==> src/design/led_mix_pkg.sv <==
/*
 * Constants for the LED output stage: register offsets, field positions,
 * reset values, PWM timing and channel state codes.
 * Assumes a 50 MHz system clock and a 32-bit AXI4-Lite register bus.
 */
package led_mix_pkg;

   localparam int CLK_HZ = 50_000_000;
   localparam int IND_PWM_HZ = 97_000;
   localparam int DIM_PWM_HZ = 190;
   localparam int BLINK_MAX_HZ = 24;
   localparam int PWM_STEPS = 256;
   // Longest step that still keeps each PWM at or above its nominal rate
   localparam int IND_STEP_CYCLES = CLK_HZ / (IND_PWM_HZ * PWM_STEPS);
   localparam int DIM_STEP_CYCLES = CLK_HZ / (DIM_PWM_HZ * PWM_STEPS);
   localparam int BLINK_STEP_CYCLES = CLK_HZ / (BLINK_MAX_HZ * PWM_STEPS);
   localparam int MAX_CHANNELS = 4;
   localparam int PRE_W = 14;

   localparam logic [5:0] ADDR_MODE = 6'h00;
   localparam logic [5:0] ADDR_STATE_SEL = 6'h04;
   localparam logic [5:0] ADDR_GROUP_DUTY = 6'h08;
   localparam logic [5:0] ADDR_GROUP_FREQ = 6'h0C;
   localparam logic [5:0] ADDR_DUTY0 = 6'h10;
   localparam logic [5:0] ADDR_DUTY1 = 6'h14;
   localparam logic [5:0] ADDR_DUTY2 = 6'h18;
   localparam logic [5:0] ADDR_DUTY3 = 6'h1C;
   localparam logic [5:0] ADDR_STATUS = 6'h20;

   // Fields of mode_control_two
   localparam int DIS_LSB = 0;
   localparam int DRIVE_BIT = 2;
   localparam int INVERT_BIT = 4;
   localparam int BLINK_BIT = 5;

   // Totem-pole, not inverted, disabled pins driven high: LEDs off at power-up
   localparam logic [7:0] MODE_RESET = 8'h05;
   localparam logic [7:0] STATE_SEL_RESET = 8'h00;
   localparam logic [7:0] DUTY_RESET = 8'h00;
   localparam logic [7:0] GROUP_DUTY_RESET = 8'hFF;
   localparam logic [7:0] GROUP_FREQ_RESET = 8'h00;

   localparam logic [1:0] ST_OFF = 2'h0;
   localparam logic [1:0] ST_ON = 2'h1;
   localparam logic [1:0] ST_IND = 2'h2;
   localparam logic [1:0] ST_GROUP = 2'h3;

   localparam logic [1:0] DIS_LOW = 2'h0;
   localparam logic [1:0] DIS_HIGH = 2'h1;
   localparam logic [1:0] DIS_HIZ = 2'h2;

   localparam logic [1:0] RESP_OKAY = 2'h0;
   localparam logic [1:0] RESP_SLVERR = 2'h2;

endpackage

==> src/design/led_output_stage_pwm_mix.sv <==
/*
 * Four-channel LED output stage: individual and group PWM generators,
 * per-channel state selection, inversion, drive type and the active-low
 * output-enable override, with an AXI4-Lite register slave.
 * Assumes one 50 MHz clock with synchronous active-high reset; the output
 * enable pin is asynchronous and gates the transistor enables directly.
 */
`timescale 1ns/1ps
module led_output_stage_pwm_mix
   import led_mix_pkg::*;
#(
   parameter int CHANNELS = MAX_CHANNELS,
   parameter int DIM_STEP = DIM_STEP_CYCLES,
   parameter int BLINK_STEP = BLINK_STEP_CYCLES
) (
   input wire logic clk,
   input wire logic rst,
   input wire logic output_enable_n,
   output logic [CHANNELS-1:0] led_high_drive,
   output logic [CHANNELS-1:0] led_low_drive,
   input wire logic [5:0] s_axi_awaddr,
   input wire logic s_axi_awvalid,
   output logic s_axi_awready,
   input wire logic [31:0] s_axi_wdata,
   input wire logic [3:0] s_axi_wstrb,
   input wire logic s_axi_wvalid,
   output logic s_axi_wready,
   output logic [1:0] s_axi_bresp,
   output logic s_axi_bvalid,
   input wire logic s_axi_bready,
   input wire logic [5:0] s_axi_araddr,
   input wire logic s_axi_arvalid,
   output logic s_axi_arready,
   output logic [31:0] s_axi_rdata,
   output logic [1:0] s_axi_rresp,
   output logic s_axi_rvalid,
   input wire logic s_axi_rready
);

   generate
      if (CHANNELS < 1 || CHANNELS > MAX_CHANNELS) begin : g_bad_ch
         $error("CHANNELS must be 1 to 4");
      end
      // A one-clock dimming step would tick every cycle and break the step-length check
      if (DIM_STEP < 2 || BLINK_STEP < 1 || DIM_STEP >= (1 << PRE_W) || BLINK_STEP >= (1 << PRE_W)) begin : g_bad_step
         $error("group step counts out of range");
      end
   endgenerate

   function automatic logic [1:0] state_of(input logic [7:0] sel, input int ch);
      state_of = sel[2*ch +: 2];
   endfunction

   function automatic logic addr_is(input logic [5:0] a, input logic [5:0] off);
      addr_is = (a == off);
   endfunction

   // Registers
   logic [7:0] mode_control_two;
   logic [7:0] channel_state_select;
   logic [7:0] group_duty;
   logic [7:0] group_freq;
   logic [7:0] channel_duty [MAX_CHANNELS];

   wire [1:0] disabled_output_state = mode_control_two[DIS_LSB +: 2];
   wire output_drive_type = mode_control_two[DRIVE_BIT];
   wire output_invert = mode_control_two[INVERT_BIT];
   wire dim_blink_select = mode_control_two[BLINK_BIT];

   // Individual PWM time base, common to every channel
   localparam logic [PRE_W-1:0] IND_LAST = PRE_W'(IND_STEP_CYCLES - 1);
   logic [PRE_W-1:0] ind_pre;
   logic [7:0] ind_cnt;
   wire ind_tick = (ind_pre == IND_LAST);

   always_ff @(posedge clk) begin
      if (rst) begin
         ind_pre <= '0;
         ind_cnt <= 8'h00;
      end else begin
         ind_pre <= ind_tick ? '0 : ind_pre + 1'b1;
         if (ind_tick) begin
            ind_cnt <= ind_cnt + 8'h01;
         end
      end
   end

   // Group PWM: one generator, dimming or blinking, shared by all channels
   localparam logic [PRE_W-1:0] DIM_LAST = PRE_W'(DIM_STEP - 1);
   localparam logic [PRE_W-1:0] BLINK_LAST = PRE_W'(BLINK_STEP - 1);
   logic [PRE_W-1:0] grp_pre;
   logic [7:0] grp_div;
   logic [7:0] grp_cnt;
   wire [PRE_W-1:0] grp_last = dim_blink_select ? BLINK_LAST : DIM_LAST;
   wire grp_pre_end = (grp_pre == grp_last);
   // Blinking stretches each step by group_freq+1 base steps
   // At or above, so lowering the period mid-step cannot stall for a full divider wrap
   wire grp_div_end = !dim_blink_select || (grp_div >= group_freq);
   wire grp_tick = grp_pre_end && grp_div_end;

   always_ff @(posedge clk) begin
      if (rst) begin
         grp_pre <= '0;
         grp_div <= 8'h00;
         grp_cnt <= 8'h00;
      end else begin
         // A mode switch can leave the prescaler above the new limit; wrap it
         grp_pre <= (grp_pre_end || grp_pre > grp_last) ? '0 : grp_pre + 1'b1;
         if (grp_pre_end) begin
            grp_div <= grp_div_end ? 8'h00 : grp_div + 8'h01;
         end
         if (grp_tick) begin
            grp_cnt <= grp_cnt + 8'h01;
         end
      end
   end

   wire grp_pwm = (grp_cnt < group_duty);

   // Output mixing. pull_low: lower transistor on; upper on only in totem-pole.
   logic [CHANNELS-1:0] ind_pwm;
   logic [CHANNELS-1:0] active;
   logic [CHANNELS-1:0] pull_low;
   logic [CHANNELS-1:0] run_high;
   logic [CHANNELS-1:0] run_low;
   wire dis_low = (disabled_output_state == DIS_LOW);
   wire dis_high = (disabled_output_state == DIS_HIGH) && output_drive_type;

   genvar gi;
   generate
      for (gi = 0; gi < CHANNELS; gi++) begin : g_ch
         wire [1:0] st = state_of(channel_state_select, gi);
         assign ind_pwm[gi] = (ind_cnt < channel_duty[gi]);
         assign active[gi] = (st == ST_ON) ||
                             (st == ST_IND && ind_pwm[gi]) ||
                             (st == ST_GROUP && ind_pwm[gi] && grp_pwm);
         assign pull_low[gi] = active[gi] ^ output_invert;
         assign run_low[gi] = pull_low[gi];
         assign run_high[gi] = !pull_low[gi] && output_drive_type;
         // Raw pin used on purpose: the override must not wait for a clock
         assign led_low_drive[gi] = output_enable_n ? dis_low : run_low[gi];
         assign led_high_drive[gi] = output_enable_n ? dis_high : run_high[gi];
      end
   endgenerate

   // Output enable synchronised for the status register only
   logic oe_meta;
   logic oe_sync;
   always_ff @(posedge clk) begin
      if (rst) begin
         oe_meta <= 1'b0;
         oe_sync <= 1'b0;
      end else begin
         oe_meta <= output_enable_n;
         oe_sync <= oe_meta;
      end
   end

   // AXI4-Lite write: address and data accepted in either order
   logic aw_held;
   logic w_held;
   logic [5:0] aw_addr;
   logic [7:0] w_byte;
   logic w_lane0;
   wire do_write = aw_held && w_held && !s_axi_bvalid;
   wire wr_lane = do_write && w_lane0;
   wire wr_duty = (aw_addr >= ADDR_DUTY0) && (aw_addr <= ADDR_DUTY3) && (aw_addr[1:0] == 2'h0);
   wire [1:0] wr_ch = aw_addr[3:2];
   wire wr_known = addr_is(aw_addr, ADDR_MODE) || addr_is(aw_addr, ADDR_STATE_SEL) ||
                   addr_is(aw_addr, ADDR_GROUP_DUTY) || addr_is(aw_addr, ADDR_GROUP_FREQ) ||
                   wr_duty || addr_is(aw_addr, ADDR_STATUS);

   assign s_axi_awready = !aw_held && !s_axi_bvalid;
   assign s_axi_wready = !w_held && !s_axi_bvalid;

   always_ff @(posedge clk) begin
      if (rst) begin
         aw_held <= 1'b0;
         w_held <= 1'b0;
         aw_addr <= 6'h00;
         w_byte <= 8'h00;
         w_lane0 <= 1'b0;
         s_axi_bvalid <= 1'b0;
         s_axi_bresp <= RESP_OKAY;
      end else begin
         if (s_axi_awvalid && s_axi_awready) begin
            aw_held <= 1'b1;
            aw_addr <= s_axi_awaddr;
         end
         if (s_axi_wvalid && s_axi_wready) begin
            w_held <= 1'b1;
            w_byte <= s_axi_wdata[7:0];
            w_lane0 <= s_axi_wstrb[0];
         end
         if (do_write) begin
            aw_held <= 1'b0;
            w_held <= 1'b0;
            s_axi_bvalid <= 1'b1;
            s_axi_bresp <= wr_known ? RESP_OKAY : RESP_SLVERR;
         end else if (s_axi_bvalid && s_axi_bready) begin
            s_axi_bvalid <= 1'b0;
         end
      end
   end

   always_ff @(posedge clk) begin
      if (rst) begin
         mode_control_two <= MODE_RESET;
         channel_state_select <= STATE_SEL_RESET;
         group_duty <= GROUP_DUTY_RESET;
         group_freq <= GROUP_FREQ_RESET;
         for (int i = 0; i < MAX_CHANNELS; i++) begin
            channel_duty[i] <= DUTY_RESET;
         end
      end else if (wr_lane) begin
         if (addr_is(aw_addr, ADDR_MODE)) mode_control_two <= w_byte;
         if (addr_is(aw_addr, ADDR_STATE_SEL)) channel_state_select <= w_byte;
         if (addr_is(aw_addr, ADDR_GROUP_DUTY)) group_duty <= w_byte;
         if (addr_is(aw_addr, ADDR_GROUP_FREQ)) group_freq <= w_byte;
         if (wr_duty) channel_duty[wr_ch] <= w_byte;
      end
   end

   // AXI4-Lite read
   wire rd_duty = (s_axi_araddr >= ADDR_DUTY0) && (s_axi_araddr <= ADDR_DUTY3) && (s_axi_araddr[1:0] == 2'h0);
   wire [7:0] status_bits = {5'h00, dim_blink_select, grp_pwm, oe_sync};
   wire rd_known = addr_is(s_axi_araddr, ADDR_MODE) || addr_is(s_axi_araddr, ADDR_STATE_SEL) ||
                   addr_is(s_axi_araddr, ADDR_GROUP_DUTY) || addr_is(s_axi_araddr, ADDR_GROUP_FREQ) ||
                   rd_duty || addr_is(s_axi_araddr, ADDR_STATUS);
   wire [7:0] rd_byte =
      addr_is(s_axi_araddr, ADDR_MODE) ? mode_control_two :
      addr_is(s_axi_araddr, ADDR_STATE_SEL) ? channel_state_select :
      addr_is(s_axi_araddr, ADDR_GROUP_DUTY) ? group_duty :
      addr_is(s_axi_araddr, ADDR_GROUP_FREQ) ? group_freq :
      rd_duty ? channel_duty[s_axi_araddr[3:2]] :
      addr_is(s_axi_araddr, ADDR_STATUS) ? status_bits : 8'h00;

   assign s_axi_arready = !s_axi_rvalid;

   always_ff @(posedge clk) begin
      if (rst) begin
         s_axi_rvalid <= 1'b0;
         s_axi_rdata <= 32'h0000_0000;
         s_axi_rresp <= RESP_OKAY;
      end else if (s_axi_arvalid && s_axi_arready) begin
         s_axi_rvalid <= 1'b1;
         s_axi_rdata <= {24'h000000, rd_byte};
         s_axi_rresp <= rd_known ? RESP_OKAY : RESP_SLVERR;
      end else if (s_axi_rvalid && s_axi_rready) begin
         s_axi_rvalid <= 1'b0;
      end
   end

   wire [1:0] st0 = state_of(channel_state_select, 0);
endmodule

==> config.mk <==
export PLATFORM = sky130hd
export DESIGN_NAME = led_output_stage_pwm_mix
export DESIGN_NICKNAME = d
export VERILOG_FILES = /design/src/design/led_mix_pkg.sv /design/src/design/led_output_stage_pwm_mix.sv
export SDC_FILE = /design/constraint.sdc
export NUM_CORES = 1
export LEC_CHECK = 0
export BUFFER_PORTS_ARGS = -buffer_cell sky130_fd_sc_hd__buf_4
export CORE_UTILIZATION = 53
export CTS_CLUSTER_DIAMETER = 100
export DETAILED_ROUTE_END_ITERATION = 16
export PLACE_DENSITY = 0.74
export SLEW_MARGIN = 20
export SYNTH_ARGS = -nofsm -noshare
export SYNTH_HDL_FRONTEND = slang
export SYNTH_SLANG_ARGS = --single-unit
==> constraint.sdc <==
create_clock -name clk -period 2.85 [get_ports clk]
set_clock_uncertainty 0.2 [all_clocks]
set_input_delay 0.285 -clock clk [delete_from_list [all_inputs] [get_ports clk]]
set_output_delay 0.285 -clock clk [all_outputs]
set_load 0.05 [all_outputs]
After elaboration in Yosys (flattened, before gate mapping)

Memory sizes are Yosys's and may differ from the RTL's.
Index checks and enable logic that the tools add are counted.

Register bits: 117
RAM bits: 32
Word-level logic and storage cells: 172
Memories kept: 1

Memory list:

| name         | words | bits a word | read ports | clocked after memory_dff | wr ports | line                           | source |
|---|---|---|---|---|---|---|---|
| channel_duty | 4     | 8           | 5          | 0                        | 4        | led_output_stage_pwm_mix.sv:63 | `logic [7:0] channel_duty [MAX_CHANNELS];` |

Add/sub/neg operators: 5
Order comparisons: 11
Equal/unequal tests: 23
Multiplexer cells: 31
Bitwise gates (word level): 4
Reduce and logical (&&, ||, !) cells: 76

Operators by type and width:

| cell                                                               | count |
|---|---|
| 2-to-1 mux 8 bit                                                   | 7 |
| < comparator 8 bit                                                 | 5 |
| logical AND 1 bit                                                  | 32 |
| adder 14 x 1 -> 14 bit (second input constant)                     | 2 |
| adder 8 x 1 -> 8 bit (second input constant)                       | 3 |
| == test 6 x 4 -> 1 bit (second input constant)                     | 4 |
| logical OR 1 bit                                                   | 20 |
| 2-to-1 mux 1 bit                                                   | 19 |
| == test 2 bit (second input constant)                              | 8 |
| == test 14 x 1 -> 1 bit (second input constant)                    | 1 |
| == test 14 x 13 -> 1 bit                                           | 1 |
| greater-than comparator 14 x 13 -> 1 bit                           | 1 |
| 2-to-1 mux 13 bit                                                  | 1 |
| == test 6 x 3 -> 1 bit (second input constant)                     | 2 |
| == test 6 bit (second input constant)                              | 2 |
| greater-or-equal comparator 6 x 5 -> 1 bit (second input constant) | 2 |
| <= comparator 6 x 5 -> 1 bit (second input constant)               | 2 |
| zero test 6 bit                                                    | 2 |
| == test 2 x 1 -> 1 bit (second input constant)                     | 5 |
| zero test 1 bit                                                    | 9 |
| greater-or-equal comparator 8 bit                                  | 1 |
| AND reduction 2 bit                                                | 4 |
| OR reduction 8 bit                                                 | 1 |
| zero test 2 bit                                                    | 3 |
| other kinds (5)                                                    | 13 |

Logic depth before layout (Yosys ltp)

Gate-level depths: netlist of run 1.

Word-level depth: 9
Mapped depth: 8
Gate-level depth less buffers: 7

Least setup slack after synthesis of run 1

Ideal clock, no wire load.

Path type: reg2out
Start: register group_duty[1]
End: output port led_high_drive[0]
Data arrival time: 2344 ps
Setup slack: 21 ps
Cell stages (with the launch flop): 7
Path buffers: 0
Cells stage by stage: dfxtp_1 -> inv_1 -> ha_1 -> a2111o_1 -> a311oi_1 -> a21oi_1 -> o211ai_1

Longest elaborated chain between the ends: 7

Ends and longest elaborated chain:

| item                     | line                            | source |
|---|---|---|
| start: declaration       | led_output_stage_pwm_mix.sv:61  | `logic [7:0] group_duty;` |
| start signal: assignment | led_output_stage_pwm_mix.sv:218 | `if (addr_is(aw_addr, ADDR_GROUP_DUTY)) group_duty <= w_byte;` |
| < comparator 8 bit       | led_output_stage_pwm_mix.sv:118 | `wire grp_pwm = (grp_cnt < group_duty);` |
| logical AND 1 bit        | led_output_stage_pwm_mix.sv:136 | `(st == ST_GROUP && ind_pwm[gi] && grp_pwm);` |
| logical OR 1 bit         | led_output_stage_pwm_mix.sv:135 | `(st == ST_IND && ind_pwm[gi]) \|\|` |
| XOR 1 bit                | led_output_stage_pwm_mix.sv:137 | `assign pull_low[gi] = active[gi] ^ output_invert;` |
| zero test 1 bit          | led_output_stage_pwm_mix.sv:139 | `assign run_high[gi] = !pull_low[gi] && output_drive_type;` |
| logical AND 1 bit        | led_output_stage_pwm_mix.sv:139 |  |
| 2-to-1 mux 1 bit         | led_output_stage_pwm_mix.sv:142 | `assign led_high_drive[gi] = output_enable_n ? dis_high : run_high[gi];` |
| end: declaration         | led_output_stage_pwm_mix.sv:19  | `output logic [CHANNELS-1:0] led_high_drive,` |

No other way between the ends.

Worst setup path in the final report of run 1

Start: register group_duty[1]
End: output port led_high_drive[3]

The elaborated chain is that of the path after synthesis.

==> impl_metrics.py, run 1 <==
metrics = {
    "pwr": {
        "p_sw_share_pct": 24.5,
        "p_per_area_nw_per_um2": 520,
        "seq_power_share_pct": 44.3,
        "ir_worst_vdd_v": 0.000487,
        "pwr-share-clk_pct": 45.5,
        "power_leakage_nw": 4.27,
        "p_sw_w": 0.00124,
        "internal_power_w": 0.00384,
        "combPwrFrac_pct": 10.2,
    },
    "worst_setup_path": {
        "critPathKind": "flip-flop to primary output",
        "slowest_delay_ns": 0.50,
        "reg2reg_from": "mode_control_two[5]",
        "startpoint": "group_duty[1]",
        "cp_common_cell": "buf_4",
        "critical_path_buf_inv_count": 3,
        "worstPathArrival_ns": 2.45,
        "endpoint_kind": "primary output",
        "path_delay_family": "compound AO/OA/AOI/OAI gates",
        "cp_slowest_cell": "a2111o_1",
        "crit_chain": "inv_2 -> ha_4 -> a2111o_1 -> a311oi_2 -> buf_4 -> a21oi_2 -> o211ai_1 -> buf_4",
        "crit_path_start_kind": "flip-flop",
        "worstPathRequired_ns": 2.37,
        "critical_path.max_fanout": 5,
    },
    "cells_and_area": {
        "final_cell_mix": "nor2_1 (109), dfxtp_1 (104), buf_4 (71), ha_1 (54), inv_1 (53)",
        "areaGrowthSynthToFinish_pct": 19.4,
        "fin_cells": 1158,
        "multi_input_comb_area_um2": 4650,
        "regArea_um2": 3280,
        "n_antenna_cell": 0,
        "fillCellCount": 1220,
        "design_area_um2": 9780,
        "final_common_cell": "nor2_1",
        "drive_gt1_share_pct": 17.2,
        "fin_util_pct": 64.6,
        "final_nets": 1071,
    },
    "drt": {
        "first_iter_violations": 511,
        "dr.pass1.iters": 5,
        "dr_total_vias": 6534,
        "drc": 0,
        "wire_per_inst_um": 16.6,
        "routed_via_density": 5.64,
        "ant_nets": 0,
        "wl_um": 19200,
    },
    "sta": {
        "setup_violations": 7,
        "relSlewSlack_pct": 52.6,
        "worst_slew_pin_slew_ns": 0.709,
        "fin_tns_setup_ns": -0.292,
        "rsz0062_at_grt": "true",
        "slew_viol_final": 0,
        "fmax_mhz": 340,
        "hold_viol_final": 0,
        "fin_crit_ns": 2.94,
        "finalCritPeriodShare_pct": 103,
        "final.setup.worst_slack_ns": -0.0888,
    },
    "cts": {
        "clock_latency_ns": 0.43,
        "clockRootBuffer": "clkbuf_16",
        "htreeDepth": 4,
        "cts_buffers": 17,
        "clk_pin_slew_ns": 0.06,
        "clock_path_buffers": 2,
        "tritoncts": "built",
        "cts_sinks": 147,
    },
    "placement": {
        "gp_congestion": 0.902,
        "hpwl_um": 13500,
        "dp_cells": 1102,
        "placed_area_um2": 8750,
        "io_buffer_count": 51,
        "pre_cts_slack_ns": 0.206,
    },
    "global_route": {
        "track_usage_pct": 25.0,
        "grt_max_degree": 46,
        "grt_pass1_vias": 6060,
        "grt-ovfl-total": 0,
        "grt_pass1_wl_um": 31300,
        "antenna_found_initial": 0,
    },
    "floorplanning": {
        "fp.dieW_um": 126,
        "ios": 105,
        "rows": 45,
        "die_area_um2": 16000,
        "die_y_um": 126,
        "coreArea_um2": 15100,
        "start_util_pct": 54.1,
    },
    "status": {
        "violations": "setup timing",
        "outcome": "finished, violations left",
    },
    "yosys": {
        "synth_seq_area_share_pct": 39.8,
        "synth_flop_cell": "dfxtp_1",
        "synth.distinct_cells": 61,
        "synthArstFlopShare_pct": 0,
        "syn_inst": 873,
        "synthesis.area_um2": 8200,
        "synth_area_leaders": "dfxtp_1 (28%), edfxtp_1 (12%), ha_1 (8.9%)",
        "yosys_warnings": 0,
        "ys_ff_latch": 147,
        "yosysTopAreaCellShare_pct": 28.1,
        "synth_edf_count": 32,
        "yosysTopAreaCell": "dfxtp_1",
        "syn_avg_cell_area_um2": 9.39,
    },
    "run": {
        "maxCapViolations": 0,
    },
    "hold_path": {
        "hold_class": "input port to flip-flop",
        "min_from": "s_axi_arvalid",
    },
}
path summary, 6_finish.rpt:
check / endpoint / slack [ns] / cells after the start
hold / removal: s_axi_rresp[1] / 0.12 / 4
setup reg to reg: grp_div[7] / 0.20 / 8
hold reg to reg: oe_sync / 0.24 / 1
setup / recovery: led_high_drive[3] / -0.09 / 8
cells in the mapped netlist (4+ instances only):
cell / number
or3_1: 5
xnor2_1: 5
buf_2: 5
mux2i_1: 52
a221oi_1: 5
buf_1: 4
a22oi_1: 6
a311oi_1: 5
clkbuf_1: 21
nand2b_1: 11
a211oi_1: 10
o21ai_0: 30
nor2_1: 109
dfxtp_1: 115
nand2_1: 39
a21o_1: 7
and2_1: 31
nand4_1: 19
and3_1: 19
a21oi_1: 35
mux4_2: 13
nor2b_1: 21
buf_4: 26
xor2_1: 29
inv_1: 54
ha_1: 58
o31ai_1: 7
mux2_2: 5
nand3_1: 28
a211o_1: 4
or4_1: 5
nor3_1: 11
and4_1: 4
o211ai_1: 5
edfxtp_1: 32
power groups by stage:
stage          Combinational [W]  Sequential [W]  Clock (W)
2_1_floorplan           0.000373         0.00229          0
3_3_place_gp            0.000483         0.00230          0
3_5_place_dp            0.000488         0.00230          0
4_1_cts                 0.000515         0.00225    0.00233
5_1_grt                 0.000561         0.00226    0.00241
6_report                0.000517         0.00225    0.00231
metrics by stage:
stage,power (W),hold slack [ns]
global placement,0.00278,0.217
global route,0.00523,0.136
detailed placement,0.00279,0.242
floorplan,0.00266,0.213
CTS,0.00510,0.104
finish,0.00508,0.116
flip-flops by register name, indices dropped and copies added (netlist names), 6 cells and up:
register / count
ind_pre: 14
ind_cnt: 8
w_byte: 8
group_freq: 8
mode_control_two: 8
channel_state_select: 8
channel_duty: 32
aw_addr: 6
grp_cnt: 8
group_duty: 8
grp_div: 8
s_axi_rdata: 8
grp_pre: 14
layout make-up:
type	instances	share of cell area [%]
Clock buffer	23	5.00
Clock inverter	9	1.29
Inverter	54	2.07
Multi-Input combinational cell	640	47.5
Sequential cell	147	33.5
Tap cell	188	2.40
Timing Repair Buffer	97	8.17
tightest hold or removal path, stage by stage:
cell,delay (ns)
buf_4,0.11
nor2b_1,0.16
nand3_1,0.08
a21oi_1,0.06
routing by layer:
layer,up-vias,GRT usage [%],share of wire [%]
li1,3227,-,-
met1,3079,34.2,47
met3,33,4.68,4.9
met5,-,0,0
met2,195,39.2,46
met4,0,10.2,2.5
repair_timing:
action,CTS,global route
endpoints found under the hold margin,27,0
gates resized for setup,17,33
endpoints found under the setup margin,8,8
buffers inserted,2,1
hold buffers,21,0
pin swaps,11,14
logic make-up (layout without fill, tap and decap cells):
logic type	Yosys count	after routing	share of synthesized area, %
other	1	26	0.0458
multiplexers	71	71	10.7
flip-flops	147	147	39.8
AND/OR/NAND/NOR	323	323	20.4
buffers and inverters	111	183	6.44
adder cells (fa/ha/maj)	58	58	8.86
XOR/XNOR	34	34	3.63
AO/OA/AOI/OAI	128	128	10.1
Power figures use the tool's default switching activity.
==> run 2, diff against run 1 <==
- CTS_CLUSTER_SIZE: unset -> 16
- RECOVER_POWER: unset -> 100
==> impl_metrics.py, run 2 (synthesis gave the netlist of run 1 again) <==
metrics = {
    "status": {
        "outcome": "finished, violations left",
        "violations": "setup timing",
    },
    "worst_setup_path": {
        "reg2reg_depth": 8,
        "regToRegSetupSlack_ns": 0.05,
        "worstPathArrival_ns": 2.45,
        "reg2reg_from": "mode_control_two[5]",
        "worstPathRequired_ns": 2.37,
        "critical_path.max_fanout": 5,
        "endpoint_kind": "primary output",
        "crit_path_start_kind": "flip-flop",
        "r2r-end": "grp_div[7]",
        "critPathKind": "flip-flop to primary output",
    },
    "placement": {
        "hpwl_um": 13500,
        "gp_congestion": 0.902,
        "io_buffer_count": 51,
    },
    "pwr": {
        "p_per_area_nw_per_um2": 524,
        "power_w": 0.00507,
        "power_leakage_nw": 4.15,
        "ir_worst_vdd_v": 0.000488,
    },
    "cts": {
        "htreeDepth": 4,
        "cts_buffers": 17,
        "clk_pin_slew_ns": 0.06,
        "tritoncts": "built",
        "clockRootBuffer": "clkbuf_16",
        "clock_latency_ns": 0.43,
        "clock_path_buffers": 2,
        "cts_sinks": 147,
    },
    "cells_and_area": {
        "reg.largest.list": "channel_duty: 32 flops, grp_pre: 14 flops, ind_pre: 14 flops",
        "n_antenna_cell": 0,
        "final_common_cell": "nor2_1",
        "final_nets": 1071,
        "top_register": "channel_duty",
        "fillCellCount": 1254,
        "drive_gt1_share_pct": 14.5,
        "largest_reg_flops": 32,
        "areaGrowthSynthToFinish_pct": 18.0,
        "final_cell_mix": "nor2_1 (109), dfxtp_1 (104), ha_1 (54), inv_1 (53), mux2i_1 (52)",
    },
    "hold_path": {
        "min_from": "s_axi_arvalid",
        "min_to": "s_axi_rresp[1]",
        "hold_path_depth": 4,
        "hold_class": "input port to flip-flop",
    },
    "sta": {
        "final.setup.worst_slack_ns": -0.0839,
        "fmax_mhz": 341,
        "fin_crit_ns": 2.93,
        "fin_tns_setup_ns": -0.265,
        "hold_viol_final": 0,
        "relSlewSlack_pct": 24.4,
        "finalCritPeriodShare_pct": 103,
        "setup_violations": 7,
        "worst_slew_pin_slew_ns": 1.13,
        "rsz0062_at_grt": "true",
        "slew_viol_final": 0,
    },
    "global_route": {
        "grt_pass1_vias": 6060,
        "grt-ovfl-total": 0,
        "grt_pass1_wl_um": 31300,
        "antenna_found_initial": 0,
        "grt_max_degree": 46,
        "track_usage_pct": 25.0,
    },
    "drt": {
        "drc": 0,
        "dr.pass1.iters": 5,
        "first_iter_violations": 493,
        "wl_um": 19200,
        "dr_total_vias": 6572,
        "wire_per_inst_um": 16.5,
        "routed_via_density": 5.68,
        "ant_nets": 0,
    },
    "run": {
        "maxCapViolations": 0,
    },
    "floorplanning": {
        "fp.dieW_um": 126,
        "ios": 105,
        "coreArea_um2": 15100,
        "start_util_pct": 54.1,
        "die_y_um": 126,
        "rows": 45,
        "die_area_um2": 16000,
    },
}
run 2: cell types whose count changed in the layout (fill, tap and decap cells not counted), sizes merged:
cell | previous run | this run
clkbuf | 23 | 50
buf | 76 | 49
run 2: stage by stage:
stage | util [%] | cells | cell area, µm² | setup slack [ns] | hold WS, ns
4_1_cts | 63.8 | 1157 | 9660 | -0.122 | 0.104
6_report | 63.8 | 1158 | 9670 | -0.0839 | 0.110
5_1_grt | 63.8 | 1158 | 9670 | -0.158 | 0.136
2_1_floorplan | - | 898 | 8290 | 0.0214 | 0.213
3_5_place_dp | 57.8 | 1102 | 8750 | 0.206 | 0.242
3_3_place_gp | 57.8 | 1102 | 8750 | 0.218 | 0.217
run 2: timing repair:
| item | CTS | global route |
|---|---|---|
| hold endpoints to repair | 27 | 0 |
| hold buffers | 21 | 0 |
| buffers inserted | 2 | 1 |
| pin swaps | 11 | 14 |
| endpoints found under the setup margin | 8 | 8 |
| resized for setup | 17 | 33 |
run 2: worst max-delay path, stage by stage (launching register included):
cell and delay [ns]:
dfxtp_2 0.33, inv_2 0.04, ha_4 0.19, a2111o_1 0.50, a311oi_2 0.30, buf_4 0.17, a21oi_2 0.05, o211ai_1 0.20
buf_4 0.23
run 2: power by group:
part,switching (W),internal [W]
clock network,0.000843,0.00147
logic,0.000323,0.000177
registers,0.0000748,0.00218
run 2: cell type report:
type,count,area [µm²],share of cell area [%]
sequential,147,3280,33.9
timing repair buffer,97,701,7.25
multi-input combinational,640,4640,47.9
inverter,54,203,2.10
clock buffer,23,489,5.06
clock inverter,9,126,1.31
tap,188,235,2.43
run 2: worst max-delay path by stage:
stage                       start                end  slack, ns  cells past startpoint
floorplan           group_duty[1]  led_high_drive[0]       0.02                      6
global placement    group_duty[1]  led_high_drive[0]       0.22                      7
detailed placement  group_duty[1]  led_high_drive[2]       0.21                      7
CTS                 group_duty[1]  led_high_drive[3]      -0.12                      8
global route        group_duty[1]  led_high_drive[0]      -0.16                      7
finish              group_duty[1]  led_high_drive[3]      -0.08                      8
run 2: layer usage:
layer	vias up	global-route usage, %	wire, µm
met4	0	10.2	496
met2	200	39.2	8800
met3	35	4.68	987
met5	-	0	0
li1	3232	-	-
met1	3105	34.2	8880
==> run 3, diff against run 2 <==
--- a/constraint.sdc
+++ b/constraint.sdc
@@ -3,3 +3,3 @@
 set_input_delay 0.285 -clock clk [delete_from_list [all_inputs] [get_ports clk]]
 set_output_delay 0.285 -clock clk [all_outputs]
-set_load 0.05 [all_outputs]
+set_load 0.02 [all_outputs]
==> impl_metrics.py, run 3 (synthesis gave the netlist of run 1 again) <==
metrics = {
    "cts": {
        "htreeDepth": 4,
        "clock_latency_ns": 0.42,
        "clk_pin_slew_ns": 0.06,
        "cts_buffers": 17,
        "clock_path_buffers": 2,
        "cts_sinks": 147,
        "clockRootBuffer": "clkbuf_16",
        "tritoncts": "built",
    },
    "pwr": {
        "combPwrFrac_pct": 8.2,
        "p_per_area_nw_per_um2": 534,
        "ir_worst_vdd_v": 0.000434,
        "pwr-share-clk_pct": 47.8,
        "internal_power_w": 0.00395,
        "p_sw_share_pct": 22.8,
        "power_leakage_nw": 4.15,
        "p_sw_w": 0.00117,
        "seq_power_share_pct": 44.0,
    },
    "drt": {
        "routed_via_density": 5.68,
        "wire_per_inst_um": 16.6,
        "dr_total_vias": 6544,
        "first_iter_violations": 527,
        "ant_nets": 0,
        "wl_um": 19100,
        "dr.pass1.iters": 5,
        "drc": 0,
    },
    "cells_and_area": {
        "multi_input_comb_area_um2": 4580,
        "areaGrowthSynthToFinish_pct": 17.2,
        "drive_gt1_share_pct": 12.8,
        "regArea_um2": 3270,
        "fillCellCount": 1301,
        "n_antenna_cell": 0,
        "top_register": "channel_duty",
        "final_common_cell": "dfxtp_1",
        "final_nets": 1065,
        "largest_reg_flops": 32,
        "reg.largest.list": "channel_duty: 32 flops, grp_pre: 14 flops, ind_pre: 14 flops",
        "final_cell_mix": "dfxtp_1 (110), nor2_1 (109), ha_1 (56), inv_1 (53), mux2i_1 (52)",
    },
    "floorplanning": {
        "ios": 105,
        "die_area_um2": 16000,
        "fp.dieW_um": 126,
        "coreArea_um2": 15100,
        "rows": 45,
        "die_y_um": 126,
        "start_util_pct": 54.1,
    },
    "worst_setup_path": {
        "crit_path_start_kind": "flip-flop",
        "reg2reg_depth": 8,
        "cp_slowest_cell": "a2111o_1",
        "critical_path.max_fanout": 5,
        "endpoint_kind": "primary output",
        "worstPathRequired_ns": 2.37,
        "worstPathArrival_ns": 2.40,
        "cp_common_cell": "buf_4",
        "critPathKind": "flip-flop to primary output",
        "crit_chain": "inv_1 -> ha_1 -> a2111o_1 -> a311oi_1 -> buf_4 -> a21oi_2 -> o211ai_1 -> buf_4",
        "slowest_delay_ns": 0.52,
    },
    "hold_path": {
        "hold_path_depth": 4,
        "hold_class": "input port to flip-flop",
    },
    "sta": {
        "rsz0062_at_grt": "true",
        "hold_slack_ns": 0.157,
        "slew_viol_final": 0,
        "finalCritPeriodShare_pct": 101,
        "fmax_mhz": 346,
        "setup_violations": 3,
        "worst_slew_pin_slew_ns": 1.43,
        "final.setup.worst_slack_ns": -0.0384,
        "fin_crit_ns": 2.89,
        "fin_tns_setup_ns": -0.0723,
        "hold_viol_final": 0,
        "relSlewSlack_pct": 4.86,
    },
    "placement": {
        "hpwl_um": 13600,
        "gp_congestion": 0.916,
        "io_buffer_count": 51,
    },
    "global_route": {
        "grt_pass1_wl_um": 31300,
        "antenna_found_initial": 0,
        "grt-ovfl-total": 0,
        "grt_max_degree": 56,
        "grt_pass1_vias": 6190,
        "track_usage_pct": 25.2,
    },
    "status": {
        "violations": "setup timing",
        "outcome": "finished, violations left",
    },
    "run": {
        "maxCapViolations": 0,
    },
}
run 3: what timing repair did:
action | in CTS | in global routing
buffers inserted | 1 | 1
endpoints found under the hold margin | 19 | 0
cloned | 0 | 0
resized for setup | 12 | 15
hold buffers | 19 | 0
pin swaps | 7 | 12
setup endpoints to repair | 8 | 8
run 3: final timing paths:
| check | start | end | slack, ns |
|---|---|---|---|
| max | group_duty[2] | led_high_drive[1] | -0.04 |
| min | s_axi_arvalid | s_axi_rresp[1] | 0.16 |
| max reg2reg | group_freq[4] | grp_cnt[4] | 0.23 |
| min reg2reg | oe_meta | oe_sync | 0.25 |
run 3: final cells by class:
type / instances / area share, %
multi-input combinational: 640 / 47.7
inverter: 54 / 2.11
sequential: 147 / 34.0
tap: 188 / 2.45
clock inverter: 6 / 1.13
timing repair buffer: 91 / 6.78
clock buffer: 26 / 5.75
run 3: metal layers:
metal | global-route usage, % | part of all wire (%)
met5 | 0 | 0
met4 | 10.6 | 2.1
met3 | 4.09 | 4.9
met2 | 40.0 | 47
met1 | 34.2 | 46
run 3: power groups by stage:
stage               combinational (W)  sequential, W  clock [W]
floorplan                    0.000310        0.00228          0
global placement             0.000404        0.00230          0
detailed placement           0.000411        0.00230          0
CTS                          0.000436        0.00225    0.00247
global route                 0.000463        0.00226    0.00256
finish                       0.000421        0.00225    0.00245
run 3: per-stage QoR:
stage                     instances  util (%)  worst slack [ns]  area, µm²  power [W]
after floorplan                 898         -             0.160       8290    0.00259
final                          1152      63.4           -0.0384       9600    0.00512
after detailed placement       1099      57.6             0.235       8730    0.00271
after CTS                      1151      63.7           -0.0696       9640    0.00516
after global placement         1099      57.6             0.249       8730    0.00270
after global routing           1152      63.4            -0.153       9600    0.00529
run 3: critical path, delay by kind of cell, from the launching register on:
family                   cells  cell delay, ns
AO/OA/AOI/OAI                4            1.06
flip-flops                   1            0.34
buffers and inverters        3            0.39
adder cells (fa/ha/maj)      1            0.20
